===== src/core/tcsf_pkg.sv =====
// Overview of operation
// - bit 7 phase align on, bit 6 slide
// - compat direction bit: 0 monitor, 1 drive
// - fallback may take over compat direction
// - selector invert bit flips main selector output
// - four-bit main source field decode
// - pairing bit makes local codes synchronized pairs
// - netref output enable field routes references
// - dejitter bypass and netref invert bits
// - netref source field decode
// - framer clock select, 000 is high impedance
// - input sync interpretation: 4 or 8 MHz
// - pair outputs enabled, auto-off on failure
// - bus clock rate: inverted 4M or 8M
// - compat frame width narrow or wide
// - pll1 input field decode
// - pll bypass and rate multipliers
// - compat output rate, 00 high impedance
// - fallback resource field replaces pll1 input
// - fallback mode field decode
// - force fallback uses secondary resources immediately
// - fallback source field decode
// - general mode: local selections never trigger
// - fallback is sticky until software rewrites the secondary register
package tcsf_pkg;
   // register word indices; byte address is four times these
   localparam logic [2:0] TCSF_IDX_MAIN = 3'h0;
   localparam logic [2:0] TCSF_IDX_NETREF = 3'h1;
   localparam logic [2:0] TCSF_IDX_PROG = 3'h2;
   localparam logic [2:0] TCSF_IDX_RES = 3'h3;
   localparam logic [2:0] TCSF_IDX_SEC = 3'h4;
   localparam logic [2:0] TCSF_IDX_MASK = 3'h5;
   localparam logic [2:0] TCSF_IDX_CTRL = 3'h6;
   localparam logic [2:0] TCSF_IDX_STATUS = 3'h7;
   localparam logic [7:0] TCSF_REG_RESET = 8'h00;
   localparam logic [1:0] TCSF_WORD_LSB = 2'h0;
   // main source codes
   localparam logic [3:0] TCSF_SRC_OSC = 4'h0;
   localparam logic [3:0] TCSF_SRC_NETREF = 4'h1;
   localparam logic [3:0] TCSF_SRC_PAIR_A = 4'h2;
   localparam logic [3:0] TCSF_SRC_PAIR_B = 4'h3;
   localparam logic [3:0] TCSF_SRC_C4 = 4'h4;
   localparam logic [3:0] TCSF_SRC_C16 = 4'h5;
   localparam logic [3:0] TCSF_SRC_SC2 = 4'h6;
   localparam logic [3:0] TCSF_SRC_SC48 = 4'h7;
   localparam logic [3:0] TCSF_SRC_LOCAL = 4'h8;
   // fallback modes and sources
   localparam logic [1:0] TCSF_FB_OSC4 = 2'h0;
   localparam logic [1:0] TCSF_FB_OFF = 2'h1;
   localparam logic [1:0] TCSF_FB_GENERAL = 2'h2;
   localparam logic [1:0] TCSF_FB_H100 = 2'h3;
   localparam logic [2:0] TCSF_FBS_NETREF2 = 3'h1;
   localparam logic [2:0] TCSF_FBS_NETREF1 = 3'h4;
   localparam logic [2:0] TCSF_FBS_LOCAL1 = 3'h5;
   // failure input positions
   localparam int TCSF_FAIL_W = 6;
   localparam int TCSF_F_NETREF = 0;
   localparam int TCSF_F_A = 1;
   localparam int TCSF_F_B = 2;
   localparam int TCSF_F_C4C2 = 3;
   localparam int TCSF_F_C16 = 4;
   localparam int TCSF_F_CFRAME = 5;
   // pll multipliers and high impedance codes
   localparam logic [5:0] TCSF_P1_MUL_LO = 6'h10;
   localparam logic [5:0] TCSF_P1_MUL_HI = 6'h20;
   localparam logic [5:0] TCSF_P2_MUL_LO = 6'h08;
   localparam logic [5:0] TCSF_P2_MUL_HI = 6'h10;
   localparam logic [2:0] TCSF_FRAMER_HIZ = 3'h0;
   localparam logic [1:0] TCSF_COMPAT_HIZ = 2'h0;

   typedef struct packed {
      logic phase_align_enable;
      logic phase_align_style;
      logic compat_direction;
      logic selector_invert;
      logic [3:0] main_source_field;
   } tcsf_main_s;
   typedef struct packed {
      logic [1:0] netref_output_enable;
      logic dejitter_bypass;
      logic netref_invert;
      logic [3:0] netref_source_field;
   } tcsf_netref_s;
   typedef struct packed {
      logic [2:0] framer_clock_select;
      logic input_sync_interpretation;
      logic pair_a_output_enable;
      logic pair_b_output_enable;
      logic bus_clock_rate;
      logic compat_frame_width;
   } tcsf_prog_s;
   typedef struct packed {
      logic [1:0] pll1_input_field;
      logic pll1_bypass;
      logic pll1_rate;
      logic pll2_bypass;
      logic pll2_rate;
      logic [1:0] compat_output_rate;
   } tcsf_res_s;
   typedef struct packed {
      logic [1:0] fallback_resource_field;
      logic [1:0] fallback_mode_field;
      logic force_fallback;
      logic [2:0] fallback_source_field;
   } tcsf_sec_s;
   typedef struct packed {
      logic reserved;
      logic unused_6;
      logic netref_pick2;
      logic local_pairing;
      logic [3:0] unused_lo;
   } tcsf_ctrl_reg_s;
   typedef enum logic {TCSF_NORMAL, TCSF_FALLEN} tcsf_fb_e;

   // decoded clock controls toward the clock tree
   typedef struct packed {
      logic phase_align_enable;
      logic phase_align_style;
      logic compat_master;
      logic selector_invert;
      logic [3:0] main_source;
      logic osc_div4_select;
      logic local_pairs;
      logic netref_pick2;
      logic [1:0] netref_output_enable;
      logic dejitter_bypass;
      logic netref_invert;
      logic [3:0] netref_source;
      logic [2:0] framer_clock_select;
      logic framer_clock_oe_n;
      logic input_sync_interpretation;
      logic pair_a_drive;
      logic pair_b_drive;
      logic bus_clock_rate;
      logic compat_frame_width;
      logic [1:0] pll1_input;
      logic pll1_bypass;
      logic [5:0] pll1_mult;
      logic pll2_bypass;
      logic [5:0] pll2_mult;
      logic [1:0] compat_output_rate;
      logic compat_outputs_oe_n;
      logic fallback_active;
   } tcsf_ctrl_s;
endpackage


===== src/core/tcsf_clock_regs.sv =====
// The APB register port was chosen for this implementation.
`timescale 1ns/1ps
module tcsf_clock_regs (
   input wire logic pclk,
   input wire logic presetn,
   input wire logic psel,
   input wire logic penable,
   input wire logic pwrite,
   input wire logic [7:0] paddr,
   input wire logic [31:0] pwdata,
   input wire logic [3:0] pstrb,
   output logic [31:0] prdata,
   output logic pready,
   output logic pslverr,
   input wire logic [tcsf_pkg::TCSF_FAIL_W-1:0] clock_fail,
   output tcsf_pkg::tcsf_ctrl_s ctrl
);
   // register storage
   tcsf_pkg::tcsf_main_s main_r; // main source select
   tcsf_pkg::tcsf_netref_s netref_r; // network reference select
   tcsf_pkg::tcsf_prog_s prog_r; // programmable outputs
   tcsf_pkg::tcsf_res_s res_r; // resource select
   tcsf_pkg::tcsf_sec_s sec_r; // secondary fallback select
   logic [7:0] mask_r; // watchdog mask
   tcsf_pkg::tcsf_ctrl_reg_s gen_r; // general control
   // fallback and auto-disable state
   tcsf_pkg::tcsf_fb_e fb_state;
   logic dis_a; // pair a removed after its failure
   logic dis_b; // pair b removed after its failure
   logic ovr_valid; // fallback took over compat direction
   logic ovr_master; // direction chosen by fallback
   // bus decode
   logic [2:0] idx;
   logic mapped;
   logic setup;
   logic wr_en;
   logic [7:0] wbyte;
   logic [7:0] rd_byte;
   // fallback decode
   logic [tcsf_pkg::TCSF_FAIL_W-1:0] need;
   logic [tcsf_pkg::TCSF_FAIL_W-1:0] seen;
   logic trigger;
   logic fb_active;
   tcsf_pkg::tcsf_ctrl_s next_ctrl;

   assign idx = paddr[4:2];
   // upper address bits and byte offset must be zero
   assign mapped = (paddr[7:5] == 3'h0) && (paddr[1:0] == tcsf_pkg::TCSF_WORD_LSB);
   assign setup = psel & ~penable;
   // write lands at the completing edge of the access phase
   assign wr_en = psel & penable & pready & pwrite & mapped & pstrb[0];
   assign wbyte = pwdata[7:0];

   // read mux; status shows the block's own fallback state
   always_comb begin
      unique case (idx)
         tcsf_pkg::TCSF_IDX_MAIN: rd_byte = main_r;
         tcsf_pkg::TCSF_IDX_NETREF: rd_byte = netref_r;
         tcsf_pkg::TCSF_IDX_PROG: rd_byte = prog_r;
         tcsf_pkg::TCSF_IDX_RES: rd_byte = res_r;
         tcsf_pkg::TCSF_IDX_SEC: rd_byte = sec_r;
         tcsf_pkg::TCSF_IDX_MASK: rd_byte = mask_r;
         tcsf_pkg::TCSF_IDX_CTRL: rd_byte = gen_r;
         tcsf_pkg::TCSF_IDX_STATUS:
            rd_byte = {3'h0, ctrl.compat_master, ovr_valid, dis_b, dis_a,
                       fb_state == tcsf_pkg::TCSF_FALLEN};
      endcase
   end

   // apb answer: one setup, one access cycle, no extra waits
   always_ff @(posedge pclk or negedge presetn) begin
      if (!presetn) begin
         pready <= 1'b0;
         pslverr <= 1'b0;
         prdata <= 32'h0000_0000;
      end else begin
         pready <= setup;
         // unmapped words answer with an error; status ignores writes
         pslverr <= setup & ~mapped;
         if (setup && !pwrite && mapped) begin
            prdata <= {24'h00_0000, rd_byte};
         end else if (setup) begin
            prdata <= 32'h0000_0000;
         end
      end
   end

   // software clock registers
   always_ff @(posedge pclk or negedge presetn) begin
      if (!presetn) begin
         main_r <= tcsf_pkg::TCSF_REG_RESET;
         netref_r <= tcsf_pkg::TCSF_REG_RESET;
         prog_r <= tcsf_pkg::TCSF_REG_RESET;
         res_r <= tcsf_pkg::TCSF_REG_RESET;
         sec_r <= tcsf_pkg::TCSF_REG_RESET;
         mask_r <= tcsf_pkg::TCSF_REG_RESET;
         gen_r <= tcsf_pkg::TCSF_REG_RESET;
      end else if (wr_en) begin
         unique case (idx)
            tcsf_pkg::TCSF_IDX_MAIN: main_r <= wbyte;
            tcsf_pkg::TCSF_IDX_NETREF: netref_r <= wbyte;
            tcsf_pkg::TCSF_IDX_PROG: prog_r <= wbyte;
            tcsf_pkg::TCSF_IDX_RES: res_r <= wbyte;
            tcsf_pkg::TCSF_IDX_SEC: sec_r <= wbyte;
            tcsf_pkg::TCSF_IDX_MASK: mask_r <= wbyte;
            // reserved top bit of general control stays zero
            tcsf_pkg::TCSF_IDX_CTRL: gen_r <= {1'b0, wbyte[6:0]};
            tcsf_pkg::TCSF_IDX_STATUS: ;
         endcase
      end
   end

   // which failure lines make up the present main selection
   always_comb begin
      need = '0;
      unique case (main_r.main_source_field)
         tcsf_pkg::TCSF_SRC_NETREF: need[tcsf_pkg::TCSF_F_NETREF] = 1'b1;
         tcsf_pkg::TCSF_SRC_PAIR_A: need[tcsf_pkg::TCSF_F_A] = 1'b1;
         tcsf_pkg::TCSF_SRC_PAIR_B: need[tcsf_pkg::TCSF_F_B] = 1'b1;
         tcsf_pkg::TCSF_SRC_C4: begin
            need[tcsf_pkg::TCSF_F_C4C2] = 1'b1;
            need[tcsf_pkg::TCSF_F_CFRAME] = 1'b1;
         end
         tcsf_pkg::TCSF_SRC_C16: begin
            need[tcsf_pkg::TCSF_F_C4C2] = 1'b1;
            need[tcsf_pkg::TCSF_F_C16] = 1'b1;
            need[tcsf_pkg::TCSF_F_CFRAME] = 1'b1;
         end
         tcsf_pkg::TCSF_SRC_SC2, tcsf_pkg::TCSF_SRC_SC48:
            need[tcsf_pkg::TCSF_F_CFRAME] = 1'b1;
         // oscillator and local references carry no watchdog here
         default: need = '0;
      endcase
   end

   // only unmasked failures count toward fallback; pair auto-disable uses clock_fail unmasked
   assign seen = clock_fail & mask_r[tcsf_pkg::TCSF_FAIL_W-1:0];

   // trigger per fallback mode; one fallback only
   always_comb begin
      unique case (sec_r.fallback_mode_field)
         tcsf_pkg::TCSF_FB_OFF: trigger = 1'b0;
         tcsf_pkg::TCSF_FB_H100:
            trigger = seen[tcsf_pkg::TCSF_F_A] | seen[tcsf_pkg::TCSF_F_B];
         default: trigger = |(seen & need);
      endcase
      if (fb_state == tcsf_pkg::TCSF_FALLEN) begin
         trigger = 1'b0;
      end
   end

   assign fb_active = (fb_state == tcsf_pkg::TCSF_FALLEN) | sec_r.force_fallback;

   // sticky fallback; rewriting the secondary register re-arms it
   always_ff @(posedge pclk or negedge presetn) begin
      if (!presetn) begin
         fb_state <= tcsf_pkg::TCSF_NORMAL;
      end else begin
         unique case (fb_state)
            tcsf_pkg::TCSF_NORMAL:
               if (trigger) begin
                  fb_state <= tcsf_pkg::TCSF_FALLEN;
               end
            tcsf_pkg::TCSF_FALLEN:
               // a new failure never re-enters; only software re-arms
               if (wr_en && idx == tcsf_pkg::TCSF_IDX_SEC) begin
                  fb_state <= tcsf_pkg::TCSF_NORMAL;
               end
         endcase
      end
   end

   // compat direction takeover in h.100 mode
   always_ff @(posedge pclk or negedge presetn) begin
      if (!presetn) begin
         ovr_valid <= 1'b0;
         ovr_master <= 1'b0;
      end else if (trigger && sec_r.fallback_mode_field == tcsf_pkg::TCSF_FB_H100) begin
         if (main_r.compat_direction) begin
            // a master that lost its own set steps off the bus
            if ((prog_r.pair_a_output_enable && seen[tcsf_pkg::TCSF_F_A]) ||
                (prog_r.pair_b_output_enable && seen[tcsf_pkg::TCSF_F_B])) begin
               ovr_valid <= 1'b1;
               ovr_master <= 1'b0;
            end
         end else if ((main_r.main_source_field == tcsf_pkg::TCSF_SRC_PAIR_A &&
                       prog_r.pair_b_output_enable && seen[tcsf_pkg::TCSF_F_A]) ||
                      (main_r.main_source_field == tcsf_pkg::TCSF_SRC_PAIR_B &&
                       prog_r.pair_a_output_enable && seen[tcsf_pkg::TCSF_F_B])) begin
            // slave driving the other set becomes compat master
            ovr_valid <= 1'b1;
            ovr_master <= 1'b1;
         end
      end else if (wr_en && (idx == tcsf_pkg::TCSF_IDX_MAIN || idx == tcsf_pkg::TCSF_IDX_SEC)) begin
         // software rewriting direction takes control back
         ovr_valid <= 1'b0;
      end
   end

   // pair auto-disable; the failure wins over a same-cycle rewrite
   always_ff @(posedge pclk or negedge presetn) begin
      if (!presetn) begin
         dis_a <= 1'b0;
         dis_b <= 1'b0;
      end else begin
         if (clock_fail[tcsf_pkg::TCSF_F_A] && prog_r.pair_a_output_enable) begin
            dis_a <= 1'b1;
         end else if (wr_en && idx == tcsf_pkg::TCSF_IDX_PROG) begin
            dis_a <= 1'b0;
         end
         if (clock_fail[tcsf_pkg::TCSF_F_B] && prog_r.pair_b_output_enable) begin
            dis_b <= 1'b1;
         end else if (wr_en && idx == tcsf_pkg::TCSF_IDX_PROG) begin
            dis_b <= 1'b0;
         end
      end
   end

   // decode the registers into clock tree controls
   always_comb begin
      next_ctrl = '0;
      next_ctrl.phase_align_enable = main_r.phase_align_enable;
      next_ctrl.phase_align_style = main_r.phase_align_style;
      next_ctrl.compat_master = ovr_valid ? ovr_master : main_r.compat_direction;
      next_ctrl.selector_invert = main_r.selector_invert;
      next_ctrl.main_source = main_r.main_source_field;
      next_ctrl.local_pairs = gen_r.local_pairing;
      next_ctrl.netref_pick2 = gen_r.netref_pick2;
      if (fb_active) begin
         // secondary source is a subset of the main choices
         next_ctrl.osc_div4_select = 1'b0;
         if (sec_r.fallback_source_field == tcsf_pkg::TCSF_FBS_NETREF2) begin
            next_ctrl.main_source = tcsf_pkg::TCSF_SRC_NETREF;
            next_ctrl.netref_pick2 = 1'b1;
         end else if (sec_r.fallback_source_field == tcsf_pkg::TCSF_FBS_NETREF1) begin
            next_ctrl.main_source = tcsf_pkg::TCSF_SRC_NETREF;
            next_ctrl.netref_pick2 = 1'b0;
         end else if (sec_r.fallback_source_field >= tcsf_pkg::TCSF_FBS_LOCAL1) begin
            // codes 5..7 become local references 1..3
            next_ctrl.main_source = tcsf_pkg::TCSF_SRC_LOCAL +
               {2'h0, sec_r.fallback_source_field[1:0]};
         end else begin
            // undocumented codes also fall to oscillator over four
            next_ctrl.main_source = tcsf_pkg::TCSF_SRC_OSC;
            next_ctrl.osc_div4_select = 1'b1;
         end
         if (sec_r.fallback_mode_field == tcsf_pkg::TCSF_FB_OSC4) begin
            next_ctrl.main_source = tcsf_pkg::TCSF_SRC_OSC;
            next_ctrl.osc_div4_select = 1'b1;
         end
      end
      next_ctrl.netref_output_enable = netref_r.netref_output_enable;
      next_ctrl.dejitter_bypass = netref_r.dejitter_bypass;
      next_ctrl.netref_invert = netref_r.netref_invert;
      next_ctrl.netref_source = netref_r.netref_source_field;
      next_ctrl.framer_clock_select = prog_r.framer_clock_select;
      next_ctrl.framer_clock_oe_n =
         (prog_r.framer_clock_select == tcsf_pkg::TCSF_FRAMER_HIZ);
      next_ctrl.input_sync_interpretation = prog_r.input_sync_interpretation;
      next_ctrl.pair_a_drive = prog_r.pair_a_output_enable & ~dis_a;
      next_ctrl.pair_b_drive = prog_r.pair_b_output_enable & ~dis_b;
      next_ctrl.bus_clock_rate = prog_r.bus_clock_rate;
      next_ctrl.compat_frame_width = prog_r.compat_frame_width;
      // pll1 input cannot drift: fallback simply swaps the field
      next_ctrl.pll1_input = fb_active ? sec_r.fallback_resource_field
                                       : res_r.pll1_input_field;
      next_ctrl.pll1_bypass = res_r.pll1_bypass;
      next_ctrl.pll1_mult = res_r.pll1_rate ? tcsf_pkg::TCSF_P1_MUL_HI
                                            : tcsf_pkg::TCSF_P1_MUL_LO;
      next_ctrl.pll2_bypass = res_r.pll2_bypass;
      next_ctrl.pll2_mult = res_r.pll2_rate ? tcsf_pkg::TCSF_P2_MUL_HI
                                            : tcsf_pkg::TCSF_P2_MUL_LO;
      next_ctrl.compat_output_rate = res_r.compat_output_rate;
      // compat outputs float when slave or when rate field is 00
      next_ctrl.compat_outputs_oe_n = (res_r.compat_output_rate == tcsf_pkg::TCSF_COMPAT_HIZ) |
                                      ~next_ctrl.compat_master;
      next_ctrl.fallback_active = fb_active;
   end

   // every control output leaves from a flop
   always_ff @(posedge pclk or negedge presetn) begin
      if (!presetn) begin
         ctrl <= '0;
      end else begin
         ctrl <= next_ctrl;
      end
   end

   // checks on the register bus and the clock controls
   AST_WRITE_MAIN: assert property (@(posedge pclk) disable iff (!presetn)
      wr_en && idx == tcsf_pkg::TCSF_IDX_MAIN |=> main_r == $past(wbyte))
      else $error("main register write not stored");

   AST_INVERT_FOLLOWS: assert property (@(posedge pclk) disable iff (!presetn)
      1'b1 |=> ctrl.selector_invert == $past(main_r.selector_invert))
      else $error("selector invert not one cycle after register");

   AST_FORCE_FALLBACK: assert property (@(posedge pclk) disable iff (!presetn)
      sec_r.force_fallback |=> ctrl.fallback_active)
      else $error("forced fallback not active next cycle");

   AST_STICKY: assert property (@(posedge pclk) disable iff (!presetn)
      fb_state == tcsf_pkg::TCSF_FALLEN && !(wr_en && idx == tcsf_pkg::TCSF_IDX_SEC)
      |=> fb_state == tcsf_pkg::TCSF_FALLEN)
      else $error("fallback left without software re-arm");

   AST_MODE_OFF: assert property (@(posedge pclk) disable iff (!presetn)
      fb_state == tcsf_pkg::TCSF_NORMAL &&
      sec_r.fallback_mode_field == tcsf_pkg::TCSF_FB_OFF
      |=> fb_state == tcsf_pkg::TCSF_NORMAL)
      else $error("fallback entered while disabled");

   AST_LOCAL_NO_TRIGGER: assert property (@(posedge pclk) disable iff (!presetn)
      fb_state == tcsf_pkg::TCSF_NORMAL && main_r.main_source_field[3] &&
      sec_r.fallback_mode_field == tcsf_pkg::TCSF_FB_GENERAL
      |=> fb_state == tcsf_pkg::TCSF_NORMAL)
      else $error("local reference selection caused fallback");

   AST_PLL1_SELECT: assert property (@(posedge pclk) disable iff (!presetn)
      1'b1 |=> ctrl.pll1_input == ($past(fb_active) ? $past(sec_r.fallback_resource_field)
                                                     : $past(res_r.pll1_input_field)))
      else $error("pll1 input not taken from the right field");

   // a rewrite in the cycle after the failure may turn the pair back on
   AST_PAIR_A_OFF: assert property (@(posedge pclk) disable iff (!presetn)
      clock_fail[tcsf_pkg::TCSF_F_A] && !(wr_en && idx == tcsf_pkg::TCSF_IDX_PROG)
      ##1 !(wr_en && idx == tcsf_pkg::TCSF_IDX_PROG)
      |=> !ctrl.pair_a_drive)
      else $error("pair a still driven after its failure");

   // enable follows the stored select one cycle later
   AST_FRAMER_HIZ: assert property (@(posedge pclk) disable iff (!presetn)
      1'b1 |=> ctrl.framer_clock_oe_n ==
         ($past(prog_r.framer_clock_select) == tcsf_pkg::TCSF_FRAMER_HIZ))
      else $error("framer clock enable disagrees with select");

   AST_PLL1_MULT: assert property (@(posedge pclk) disable iff (!presetn)
      $rose(res_r.pll1_rate) |=> ctrl.pll1_mult == tcsf_pkg::TCSF_P1_MUL_HI)
      else $error("pll1 multiplier not 32 after rate bit set");

   // one access cycle, no wait states
   AST_APB_READY: assert property (@(posedge pclk) disable iff (!presetn)
      psel && !penable |=> pready)
      else $error("pready not raised after setup");

   // unmapped words answer with an error
   AST_APB_ERROR: assert property (@(posedge pclk) disable iff (!presetn)
      psel && !penable && !mapped |=> pslverr)
      else $error("unmapped access without error");

   // no write, no change
   AST_MAIN_HOLDS: assert property (@(posedge pclk) disable iff (!presetn)
      !(wr_en && idx == tcsf_pkg::TCSF_IDX_MAIN) |=> $stable(main_r))
      else $error("main register changed without a write");

   // mode 00 always lands on the oscillator over four
   AST_OSC4_MODE: assert property (@(posedge pclk) disable iff (!presetn)
      fb_active && sec_r.fallback_mode_field == tcsf_pkg::TCSF_FB_OSC4
      |=> ctrl.osc_div4_select && ctrl.main_source == tcsf_pkg::TCSF_SRC_OSC)
      else $error("mode 00 fallback not on oscillator");

   // pair b mirrors pair a
   AST_PAIR_B_OFF: assert property (@(posedge pclk) disable iff (!presetn)
      clock_fail[tcsf_pkg::TCSF_F_B] && !(wr_en && idx == tcsf_pkg::TCSF_IDX_PROG)
      ##1 !(wr_en && idx == tcsf_pkg::TCSF_IDX_PROG)
      |=> !ctrl.pair_b_drive)
      else $error("pair b still driven after its failure");

   // rate field 00 floats the compat outputs
   AST_COMPAT_FLOAT: assert property (@(posedge pclk) disable iff (!presetn)
      res_r.compat_output_rate == tcsf_pkg::TCSF_COMPAT_HIZ |=> ctrl.compat_outputs_oe_n)
      else $error("compat outputs driven with rate field 00");
endmodule


===== config.mk =====
export PLATFORM = sky130hd
export DESIGN_NAME = tcsf_clock_regs
export DESIGN_NICKNAME = d
export VERILOG_FILES = /design/src/core/tcsf_pkg.sv /design/src/core/tcsf_clock_regs.sv
export SDC_FILE = /design/constraint.sdc
export NUM_CORES = 1
export LEC_CHECK = 0
export BUFFER_PORTS_ARGS = -buffer_cell sky130_fd_sc_hd__buf_4
export CORE_MARGIN = 5
export CORE_UTILIZATION = 56
export CTS_CLUSTER_DIAMETER = 30
export DETAILED_ROUTE_END_ITERATION = 8
export GPL_TIMING_DRIVEN = 0
export PLACE_DENSITY = 0.84
export SETUP_SLACK_MARGIN = 0.3
export SYNTH_ARGS = -nofsm -noshare
export SYNTH_HDL_FRONTEND = slang
export SYNTH_SLANG_ARGS = --single-unit

===== constraint.sdc =====
create_clock -name pclk -period 3.1 [get_ports pclk]
set_clock_uncertainty 0.15 [all_clocks]
set_input_delay 0.62 -clock pclk [delete_from_list [all_inputs] [get_ports pclk]]
set_output_delay 0.62 -clock pclk [all_outputs]
set_load 0.02 [all_outputs]

Word level (Yosys, flattened, before mapping)
Cells that the tools add are included.
{ "totals": {"regBits": 141, "out_inout_bits": 82, "wordCells": 189, "in_bits": 55} }
{ "op_classes": {"eq_ne": 21, "order_cmp": 1, "reduce_logical": 42, "n_bitwise": 20, "mux": 39, "add_sub_neg": 1} }
{ "ops": {"columns": ["op", "n"], "rows": [
  ["$mux 32", 2],
  ["$pmux 8 s8", 1],
  ["$mux 1", 26],
  ["$eq 4x3->1 const B", 4],
  ["$eq 3x3->1 const B", 5],
  ["$logic_and 1x1->1", 15],
  ["$mux 5", 3],
  ["$reduce_and 2->1", 7],
  ["$and 6x6->6", 2],
  ["$mux 4", 3],
  ["$reduce_bool 2->1", 5],
  ["$and 1x1->1", 9],
  ["$logic_not 3->1", 3],
  ["$eq 4x2->1 const B", 2],
  ["$eq 3x1->1 const B", 2],
  ["$eq 3x2->1 const B", 2],
  ["$logic_not 2->1", 3],
  ["$mux 6", 1],
  ["$ne 3x2->1 const B", 2],
  ["$not 1->1", 6],
  ["$reduce_and 3->1", 2],
  ["$reduce_or 6->1", 1],
  ["$add 4x2->4 const A", 1],
  ["$eq 4x1->1 const B", 1],
  ["11 further kinds", 16]
]} }

Longest topological paths before layout
Gate-level depths: netlist of the first run.
{ "logic_depth": {"depth_word": 10, "mapped_depth": 7, "depth_no_buf": 4} }

Worst setup path before layout of the first run
Ideal clock, no wire load.
{ "synth_timing": {"kind": "in2reg", "from": "input paddr[1]", "to": "register res_r (netlist bit next_ctrl[10])", "path_stages": 5, "required_time_ns": 2.825, "setup_slack_ns": 0.961, "arrival_ns": 1.863, "cell_sequence": "nor2_1 > nand4_4 > or3_1 > buf_6 > mux2_4"} }
{ "synth_between": {"elab_chain_len": 5} }
{ "synth_lines": {"columns": ["element", "line", "rtl"], "rows": [
  ["start, declared", "tcsf_clock_regs.sv:9", "input wire logic [7:0] paddr,"],
  ["$logic_not 2->1", "tcsf_clock_regs.sv:48", "assign mapped = (paddr[7:5] == 3'h0) && (paddr[1:0] == tcsf_pkg::TCSF_WORD_LSB);"],
  ["$logic_and 1x1->1", "tcsf_clock_regs.sv:48", null],
  ["$and 1x1->1 (2 in a row)", "tcsf_clock_regs.sv:51", "assign wr_en = psel & penable & pready & pwrite & mapped & pstrb[0];"],
  ["$reduce_and 2->1 (no line)", null, null],
  ["end signal, assigned", "tcsf_clock_regs.sv:94", "res_r <= tcsf_pkg::TCSF_REG_RESET;"],
  ["end signal, assigned", "tcsf_clock_regs.sv:103", "tcsf_pkg::TCSF_IDX_RES: res_r <= wbyte;"],
  ["end, declared", "tcsf_clock_regs.sv:22", "tcsf_pkg::tcsf_res_s res_r;"]
]} }
Every way passes these cells.
A chain may end at the register's enable or synchronous reset.

Worst setup path in the final report of the first run
{ "layout_timing": {"from": "input paddr[4]", "to": "register mask_r[2]"} }
{ "layout_between": {"elab_chain_len": 2} }
{ "layout_lines": {"columns": ["element", "line", "rtl"], "rows": [
  ["$eq 3x3->1", "tcsf_clock_regs.sv:99", "unique case (idx)"],
  ["$reduce_and 2->1 (no line)", null, null],
  ["end signal, assigned", "tcsf_clock_regs.sv:96", "mask_r <= tcsf_pkg::TCSF_REG_RESET;"],
  ["end signal, assigned", "tcsf_clock_regs.sv:105", "tcsf_pkg::TCSF_IDX_MASK: mask_r <= wbyte;"],
  ["end, declared", "tcsf_clock_regs.sv:24", "logic [7:0] mask_r;"]
]} }
Every way passes these cells.

==> reports/metrics.cfg, run 1 <==
[clock_tree]
cts_buffer_depth=2
clockRootBuffer=clkbuf_8
cts.sinks=110
clk_latency_ps=380
post_cts_buffers=0
postCtsHoldBufs=0
cts_tree=done
htree_levels=3
ctsResizeCount=0
clkTransAtPathRegs_ps=100
numCtsBuffers=9

[final_layout]
area_growth_pct=21.6
antenna_cells=0
layout-drive-gt1-share=0.401
nNetsFinal=554

[hold_path]
hold_path.class=in -> async

[pwr]
p_leak_nw=2.99
power.total_mw=2.49
switching_share=0.244
power.share.clock=0.338
powerDensity_nw_per_um2=426
switching_power_mw=0.608
p_comb_frac=0.084
p_int_mw=1.89
pwr-share-seq=0.578
ir_drop_mv=0.260

[sta]
tightestPinTransition_ps=874
period_share=0.736
hold_viol_final=0
timing.fmax_mhz=439
final.min_clock_period_ps=2280
fin_setup_tns_ps=0
finalSetupViolCount=0
slew_headroom=0.414
rsz0062_at_grt=no
drv_slew=0

[synth]
synth_edf_count=0
synth_seq_cells=110
syn_inst=380
synth_seq_area_share=0.572
syn_area_um2=4810
syn_avg_cell_area_um2=12.7
async_reset_ff_frac=1.00
synth_warnings=0
ys_types=47
synth_flop_cell=dfrtp_1

[route]
vias=3393
routedWlPerCell_um=18.9
drc_errors=0
wirelength_mm=11.5
viasPerCell=5.57
antenna_left=0
drt_iter0_markers=232
dr.pass1.iters=5

[worst_setup_path]
crit_required_ps=3210
crit_slowest_cell=nor3_2
slowest_delay_ps=650
cp_max_fo=10
crit_type=in -> reg
crit_arrival_ps=2390
end_kind=flop
rrSetupSlack_ps=880
worstPathCellList=buf_4 -> clkbuf_1 -> nand2_1 -> nor3_2 -> mux2_2
critPathLaunchType=input pin

[floorplan]
die_x_um=103
die-area_um2=10500
num_rows=33
boundaryPins=137
core-area_um2=8300
die_h_um=103
initial_core_util=0.580

[global_route]
grt_pass1_vias=3512
grt_util_met3=0.0521
met1_usage=0.293
grt.busiest_layer=met2
grt_pass1_wl_mm=18.2
grt_max_degree=111
grt_antenna_before_repair=0
grt_usage=0.231
grtUsageMet2=0.381
gr-total-overflow=0

[placement]
routabilityCongestion=0.893
dp_hpwl_mm=8.30
io_buffers=76

[status]
outcome=finished clean

[run]
drv_cap=0

-- power groups by stage --
stage                     clock, mW  combinational (mW)  sequential, mW
final                         0.843               0.210            1.44
after global routing          0.923               0.229            1.44
after CTS                     0.857               0.204            1.44
after detailed placement          0               0.204            1.47
after global placement            0               0.201            1.47
after floorplan                   0               0.111            1.47
-- kinds of logic (layout without fill, tap and decap cells) --
family,count (synthesis),after routing,synth area share
AO/OA/AOI/OAI,62,62,0.0881
other,1,32,0.000779
multiplexers,69,69,0.170
flip-flops,110,110,0.572
buffers and inverters,60,153,0.0746
AND/OR/NAND/NOR,78,78,0.0944
-- cell type report --
class / count / area (µm²)
Buffer: 42 / 292
Clock buffer: 10 / 128
Clock inverter: 6 / 62.6
Fill cell: 596 / 2450
Inverter: 18 / 67.6
Multi-Input combinational cell: 241 / 1820
Sequential cell: 110 / 2750
Tap cell: 105 / 131
Timing Repair Buffer: 77 / 602
-- per-stage QoR --
stage / setup slack (ps) / cells / cell area, µm² / util / hold WS (ps)
floorplan: 961 / 411 / 4930 / - / 174
global placement: 455 / 592 / 5630 / 0.679 / 230
detailed placement: 418 / 592 / 5630 / 0.679 / 232
CTS: 839 / 608 / 5820 / 0.701 / 254
global route: 719 / 609 / 5850 / 0.705 / 160
finish: 820 / 609 / 5850 / 0.705 / 86.2
-- state kept, by name (all words and copies together), names as in the netlist --
name / count
next_ctrl: 10
pslverr: 1
dis_b: 1
pready: 1
gen_r: 7
main_r: 8
prog_r: 2
ovr_valid: 1
ctrl: 40
netref_r: 8
ovr_master: 1
fb_state: 1
sec_r: 8
mask_r: 8
prdata: 8
dis_a: 1
res_r: 4
-- layout by cell type (no fill, tap or decap), types with 2 or more instances in the layout --
master	netlist	layout
nor3_2	4	4
clkbuf_8	0	9
mux2_4	8	8
clkbuf_1	4	5
nand2b_1	8	8
o32ai_1	2	2
buf_4	32	107
dfrtp_1	110	110
a221oi_1	3	3
mux4_2	2	2
o31ai_1	5	5
inv_1	15	15
buf_6	1	2
mux2_2	51	51
o21a_1	2	2
a2bb2oi_1	2	2
nand3b_1	3	3
conb_1	1	32
clkinvlp_4	0	3
a22oi_1	3	3
a22o_1	7	7
nor3_4	2	2
a211oi_1	2	2
nor3_1	6	6
o21ai_0	21	21
a21oi_1	7	7
clkinv_1	3	3
buf_2	5	5
mux2i_1	8	8
nor2b_1	4	4
nand2_1	19	19
clkinv_2	0	2
nand4b_1	2	2
nor2_1	16	16
nand3_1	7	7
-- synthesized netlist by cell type (2+ instances only) --
master / count / share of area
a211oi_1: 2 / 0.0031
a21oi_1: 7 / 0.0073
a221oi_1: 3 / 0.0055
a22o_1: 7 / 0.013
a22oi_1: 3 / 0.0047
a2bb2oi_1: 2 / 0.0036
buf_2: 5 / 0.0052
buf_4: 32 / 0.050
clkbuf_1: 4 / 0.0031
clkinv_1: 3 / 0.0023
dfrtp_1: 110 / 0.57
inv_1: 15 / 0.012
mux2_2: 51 / 0.12
mux2_4: 8 / 0.025
mux2i_1: 8 / 0.017
mux4_2: 2 / 0.0094
nand2_1: 19 / 0.015
nand2b_1: 8 / 0.010
nand3_1: 7 / 0.0073
nand3b_1: 3 / 0.0047
nand4b_1: 2 / 0.0036
nor2_1: 16 / 0.012
nor2b_1: 4 / 0.0052
nor3_1: 6 / 0.0062
nor3_2: 4 / 0.0083
nor3_4: 2 / 0.0068
o21a_1: 2 / 0.0031
o21ai_0: 21 / 0.022
o31ai_1: 5 / 0.0078
o32ai_1: 2 / 0.0036
-- worst paths after layout --
check | start | depth (start not counted) | endpoint
setup / recovery | paddr[4] | 5 | mask_r[2]
hold / removal | presetn | 2 | pslverr
setup reg to reg | pready | 4 | mask_r[2]
hold reg to reg | main_r[6] | 0 | ctrl[46]
max in group asynchronous | presetn | 2 | main_r[5]
min in group pclk | main_r[6] | 0 | ctrl[46]
-- per-layer routing --
layer	up-vias	wire length, µm
li1	1524	-
met1	1684	4500
met2	154	5820
met3	31	806
met4	0	372
met5	-	0
-- worst max-delay path: cells and delay by family --
kind / cells / cell delay (ps)
AND/OR/NAND/NOR: 2 / 820
buffers and inverters: 2 / 520
multiplexers: 1 / 430
(Power assumes the default switching activity.)
==> run 2, diff against run 1 <==
--- a/config.mk
+++ b/config.mk
@@ -7,11 +7,11 @@
 export LEC_CHECK = 0
 export BUFFER_PORTS_ARGS = -buffer_cell sky130_fd_sc_hd__buf_4
 export CORE_MARGIN = 5
-export CORE_UTILIZATION = 56
+export CORE_UTILIZATION = 47
 export CTS_CLUSTER_DIAMETER = 30
 export DETAILED_ROUTE_END_ITERATION = 8
 export GPL_TIMING_DRIVEN = 0
-export PLACE_DENSITY = 0.84
+export PLACE_DENSITY = 0.75
 export SETUP_SLACK_MARGIN = 0.3
 export SYNTH_ARGS = -nofsm -noshare
 export SYNTH_HDL_FRONTEND = slang
==> constraint.sdc (replaced) <==
create_clock -name pclk -period 1.9 [get_ports pclk]
set_clock_uncertainty 0.15 [all_clocks]
set_input_delay 0.38 -clock pclk [delete_from_list [all_inputs] [get_ports pclk]]
set_output_delay 0.38 -clock pclk [all_outputs]
set_load 0.02 [all_outputs]
==> run 2 against run 1 <==
Compared with the run above:
- global-route usage fell by 4.0 points
- sequential share of layout area fell by 3.8 points
- routed wire length rose by 5.9%
- critical endpoint is now prog_r[3]
- largest power group unchanged
- worst setup slack got worse by 820 ps
- power rose by 66%
==> reports/metrics.cfg, run 2 (same netlist as run 1, synthesis figures left out) <==
[status]
outcome=finished clean

[sta]
slew_headroom=0.634
rsz0062_at_grt=yes
fin_setup_tns_ps=0
finalSetupViolCount=0
timing.fmax_mhz=527
tightestPinTransition_ps=549
final.min_clock_period_ps=1900
period_share=0.999
drv_slew=0
hold_viol_final=0

[final_layout]
layout.area.seq_um2=2760
final_common_cell=buf_4
layout-drive-gt1-share=0.448
max_flop_register=ctrl
stdcell_count=660
multi_input_area_um2=2040
nNetsFinal=574
fin_util=0.628
fillerInstances=794
area_growth_pct=32.3
largest_reg_flops=40
stdcell_area_um2=6370
antenna_cells=0
final_cell_mix=buf_4, dfrtp_1, mux2_4

[worst_setup_path]
worstPathCellList=and4_4 -> nand4_4 -> buf_4 -> nor3_4 -> buf_6 -> mux2_4
crit_slowest_cell=dfrtp_1
crit_type=reg -> reg
crit_arrival_ps=2010
slowest_delay_ps=360
r2r-start=pready
critPathLaunchType=flop
end_kind=flop
cp_max_fo=6
crit_required_ps=2010
critPathLaunch=pready

[floorplan]
die_x_um=111
num_rows=37
die_h_um=111
boundaryPins=137
initial_core_util=0.475
core-area_um2=10100
die-area_um2=12400

[placement]
io_buffers=76
dpl.cell_count=623
placed_area_um2=5740
dp_hpwl_mm=8.09
routabilityCongestion=0.900

[run]
drv_cap=0

[route]
viasPerCell=5.21
drc_errors=0
routedWlPerCell_um=18.5
wirelength_mm=12.2
dr.pass1.iters=4
drt_iter0_markers=197
antenna_left=0
vias=3436

[clock_tree]
cts.sinks=110
htree_levels=3
clockRootBuffer=clkbuf_8
cts_buffer_depth=2
clk_latency_ps=380
cts_tree=done
numCtsBuffers=9
clkTransAtPathRegs_ps=100

[hold_path]
hold_path.class=in -> reg
hold_path_startpoint=clock_fail[1]

[global_route]
grt_pass1_vias=3479
gr-total-overflow=0
grt_max_degree=111
grt_usage=0.191
grt_pass1_wl_mm=18.6
grt_antenna_before_repair=0

[pwr]
powerDensity_nw_per_um2=652
p_leak_nw=3.21
power.total_mw=4.15
ir_drop_mv=0.336

run 2: cell type report:
| cell class | instances | area share |
|---|---|---|
| flip-flops and latches | 110 | 0.433 |
| multi-input cells | 241 | 0.320 |
| repair buffers | 97 | 0.128 |
| plain buffers | 42 | 0.0503 |
| well taps | 136 | 0.0267 |
| clock buffers | 13 | 0.0250 |
| inverters | 18 | 0.0106 |
| clock inverters | 3 | 0.00668 |
run 2: final timing paths:
kind                                   to  slack, ps  cells after the start
worst min register to register   ctrl[46]        240                      0
worst max register to register  prog_r[3]          2                      6
worst min-delay path                dis_a         90                      3
worst max-delay path            prog_r[3]          2                      6
max in group asynchronous       main_r[3]        650                      3
min in group asynchronous        ctrl[15]        270                      2
run 2: repair_timing:
item,in CTS,in global routing
gates resized for setup,52,10
hold endpoints to repair,0,27
pin swaps,5,4
hold buffers,0,1
setup endpoints to repair,61,61
buffers inserted,18,1
run 2: per-stage QoR:
step / worst slack, ps / hold slack [ps]
final: 2.00 / 87.4
after global routing: -43.1 / 111
after CTS: 72.8 / 76.1
after detailed placement: -649 / 235
after global placement: -619 / 224
after floorplan: -25.1 / -65.6
run 2: power breakdown:
group          internal [mW]  switching, mW
Sequential              2.35        0.00481
Combinational          0.140          0.225
Clock                  0.681          0.755
run 2: layer usage:
layer / vias up / global-route usage / wire length (µm)
met5: - / 0 / 0
met4: 0 / 0.0673 / 281
met3: 24 / 0.0666 / 1050
met2: 143 / 0.309 / 5920
met1: 1707 / 0.239 / 4920
li1: 1562 / - / -
run 2: worst max-delay path: cells and delay by family, from the launching register on:
| kind | cells | cell delay (ps) |
|---|---|---|
| buf+inv | 2 | 400 |
| flops | 1 | 360 |
| simple gates | 3 | 570 |
| mux | 1 | 300 |
==> run 3, diff against run 2 <==
--- a/config.mk
+++ b/config.mk
@@ -12,7 +12,7 @@
 export DETAILED_ROUTE_END_ITERATION = 8
 export GPL_TIMING_DRIVEN = 0
 export PLACE_DENSITY = 0.75
-export SETUP_SLACK_MARGIN = 0.3
+export SETUP_SLACK_MARGIN = 0.2
 export SYNTH_ARGS = -nofsm -noshare
 export SYNTH_HDL_FRONTEND = slang
 export SYNTH_SLANG_ARGS = --single-unit
==> run 3 against run 2 <==
Compared with the run above:
- power is 1.4% higher
- utilization fell by 0.69 points
- routed wire length is 3.3% lower
- critical endpoint is now next_ctrl[26]
- largest power group unchanged
==> reports/metrics.cfg, run 3 (same netlist as run 1, synthesis figures left out) <==
[status]
outcome=finished clean

[worst_setup_path]
crit_required_ps=2020
cp_max_fo=7
critPathLaunchType=flop
r2r-start=pready
end_kind=flop
rrSetupSlack_ps=110
crit_arrival_ps=1910
reg2regPathDepth=6
crit_type=reg -> reg
rr_endpoint=next_ctrl[26]

[route]
viasPerCell=5.25
drt_iter0_markers=311
vias=3432
routedWlPerCell_um=18.0
antenna_left=0
drc_errors=0
dr.pass1.iters=5
wirelength_mm=11.8

[sta]
drv_slew=0
tightestPinTransition_ps=522
rsz0062_at_grt=yes
period_share=0.941
timing.fmax_mhz=559
hold_viol_final=0
setup_ws_ps=112
final.min_clock_period_ps=1790
finalSetupViolCount=0
slew_headroom=0.652

[placement]
pre_cts_ws_ps=-539
routabilityCongestion=0.931
io_buffers=76
placed_area_um2=5710
dp_hpwl_mm=7.90
dpl.cell_count=623

[final_layout]
stdcell_area_um2=6300
layout-drive-gt1-share=0.429
stdcell_count=654
antenna_cells=0
nNetsFinal=568
area_growth_pct=30.8
fillerInstances=786
max_flop_register=ctrl
final_cell_mix=buf_4, dfrtp_1, mux2_4
largest_reg_flops=40

[global_route]
gr-total-overflow=0
grt_usage=0.191
grt_antenna_before_repair=0
grt_max_degree=111
grt_pass1_wl_mm=18.6
grt_pass1_vias=3521

[clock_tree]
cts_buffer_depth=2
cts.sinks=110
htree_levels=3
clkTransAtPathRegs_ps=100
cts_tree=done
numCtsBuffers=9
clockRootBuffer=clkbuf_8
clk_latency_ps=380

[run]
drv_cap=0

[pwr]
p_leak_nw=3.18
ir_drop_mv=0.346
powerDensity_nw_per_um2=668

[floorplan]
initial_core_util=0.475
die-area_um2=12400
die_x_um=111
num_rows=37
boundaryPins=137
core-area_um2=10100
die_h_um=111

[hold_path]
min_to=dis_b
hold_path.class=in -> reg
hold_path_startpoint=clock_fail[2]
min_path_cells=3

-- run 3: cell types whose count changed in the layout (fill, tap and decap cells not counted), sizes merged --
| cell | change |
|---|---|
| buf | -9 |
| clkbuf | +1 |
| clkinvlp | +1 |
| inv | +1 |
-- run 3: how the worst max path moves through the flow --
| stage | startpoint | end | slack (ps) | depth (start not counted) |
|---|---|---|---|---|
| finish | pready | next_ctrl[26] | 110 | 6 |
| global route | pready | prog_r[2] | 60 | 6 |
| CTS | pready | sec_r[6] | 70 | 6 |
| detailed placement | paddr[1] | mask_r[0] | -540 | 5 |
| global placement | paddr[4] | mask_r[6] | -510 | 5 |
| floorplan | pready | mask_r[0] | -30 | 4 |
-- run 3: layout make-up --
| class | count | area [µm²] | area share |
|---|---|---|---|
| buffer | 42 | 312 | 0.0495 |
| clock buffer | 11 | 151 | 0.0240 |
| clock inverter | 5 | 66.3 | 0.0105 |
| inverter | 18 | 71.3 | 0.0113 |
| multi-input combinational | 241 | 2000 | 0.317 |
| sequential | 110 | 2750 | 0.437 |
| tap | 136 | 170 | 0.0270 |
| timing repair buffer | 91 | 777 | 0.123 |
-- run 3: worst max-delay path: stages (launching register included) --
cell and delay, ps:
dfrtp_1 360, and4_4 210, nand4_4 100, buf_12 180, nor3_4 200, buf_12 180
mux2_4 300
-- run 3: stage by stage --
step	total power [mW]	hold WS (ps)	util	TNS, ps
finish	4.21	101	0.621	0
global route	4.36	97.2	0.621	0
CTS	4.22	89.9	0.615	0
detailed placement	2.73	230	0.563	-22790
global placement	2.72	226	0.563	-21170
floorplan	2.59	-65.6	-	-482
-- run 3: per-layer routing --
metal	track usage	part of all wire
met5	0	0
met4	0.0973	0.038
met3	0.0535	0.090
met2	0.283	0.46
met1	0.255	0.41
-- run 3: power breakdown --
| group | internal, mW | switching, mW | total (mW) | leakage, nW |
|---|---|---|---|---|
| registers | 2.35 | 0.00510 | 2.35 | 1.50 |
| logic | 0.135 | 0.221 | 0.356 | 1.58 |
| clock network | 0.695 | 0.805 | 1.50 | 0.108 |
| total | 3.18 | 1.03 | 4.21 | 3.18 |
-- run 3: what timing repair did --
| action | in CTS | in global routing |
|---|---|---|
| hold endpoints to repair | 0 | 110 |
| hold buffers | 0 | 1 |
| setup buffers | 13 | 0 |
| resized for setup | 46 | 7 |
| endpoints found under the setup margin | 59 | 63 |
| pin swaps | 6 | 4 |
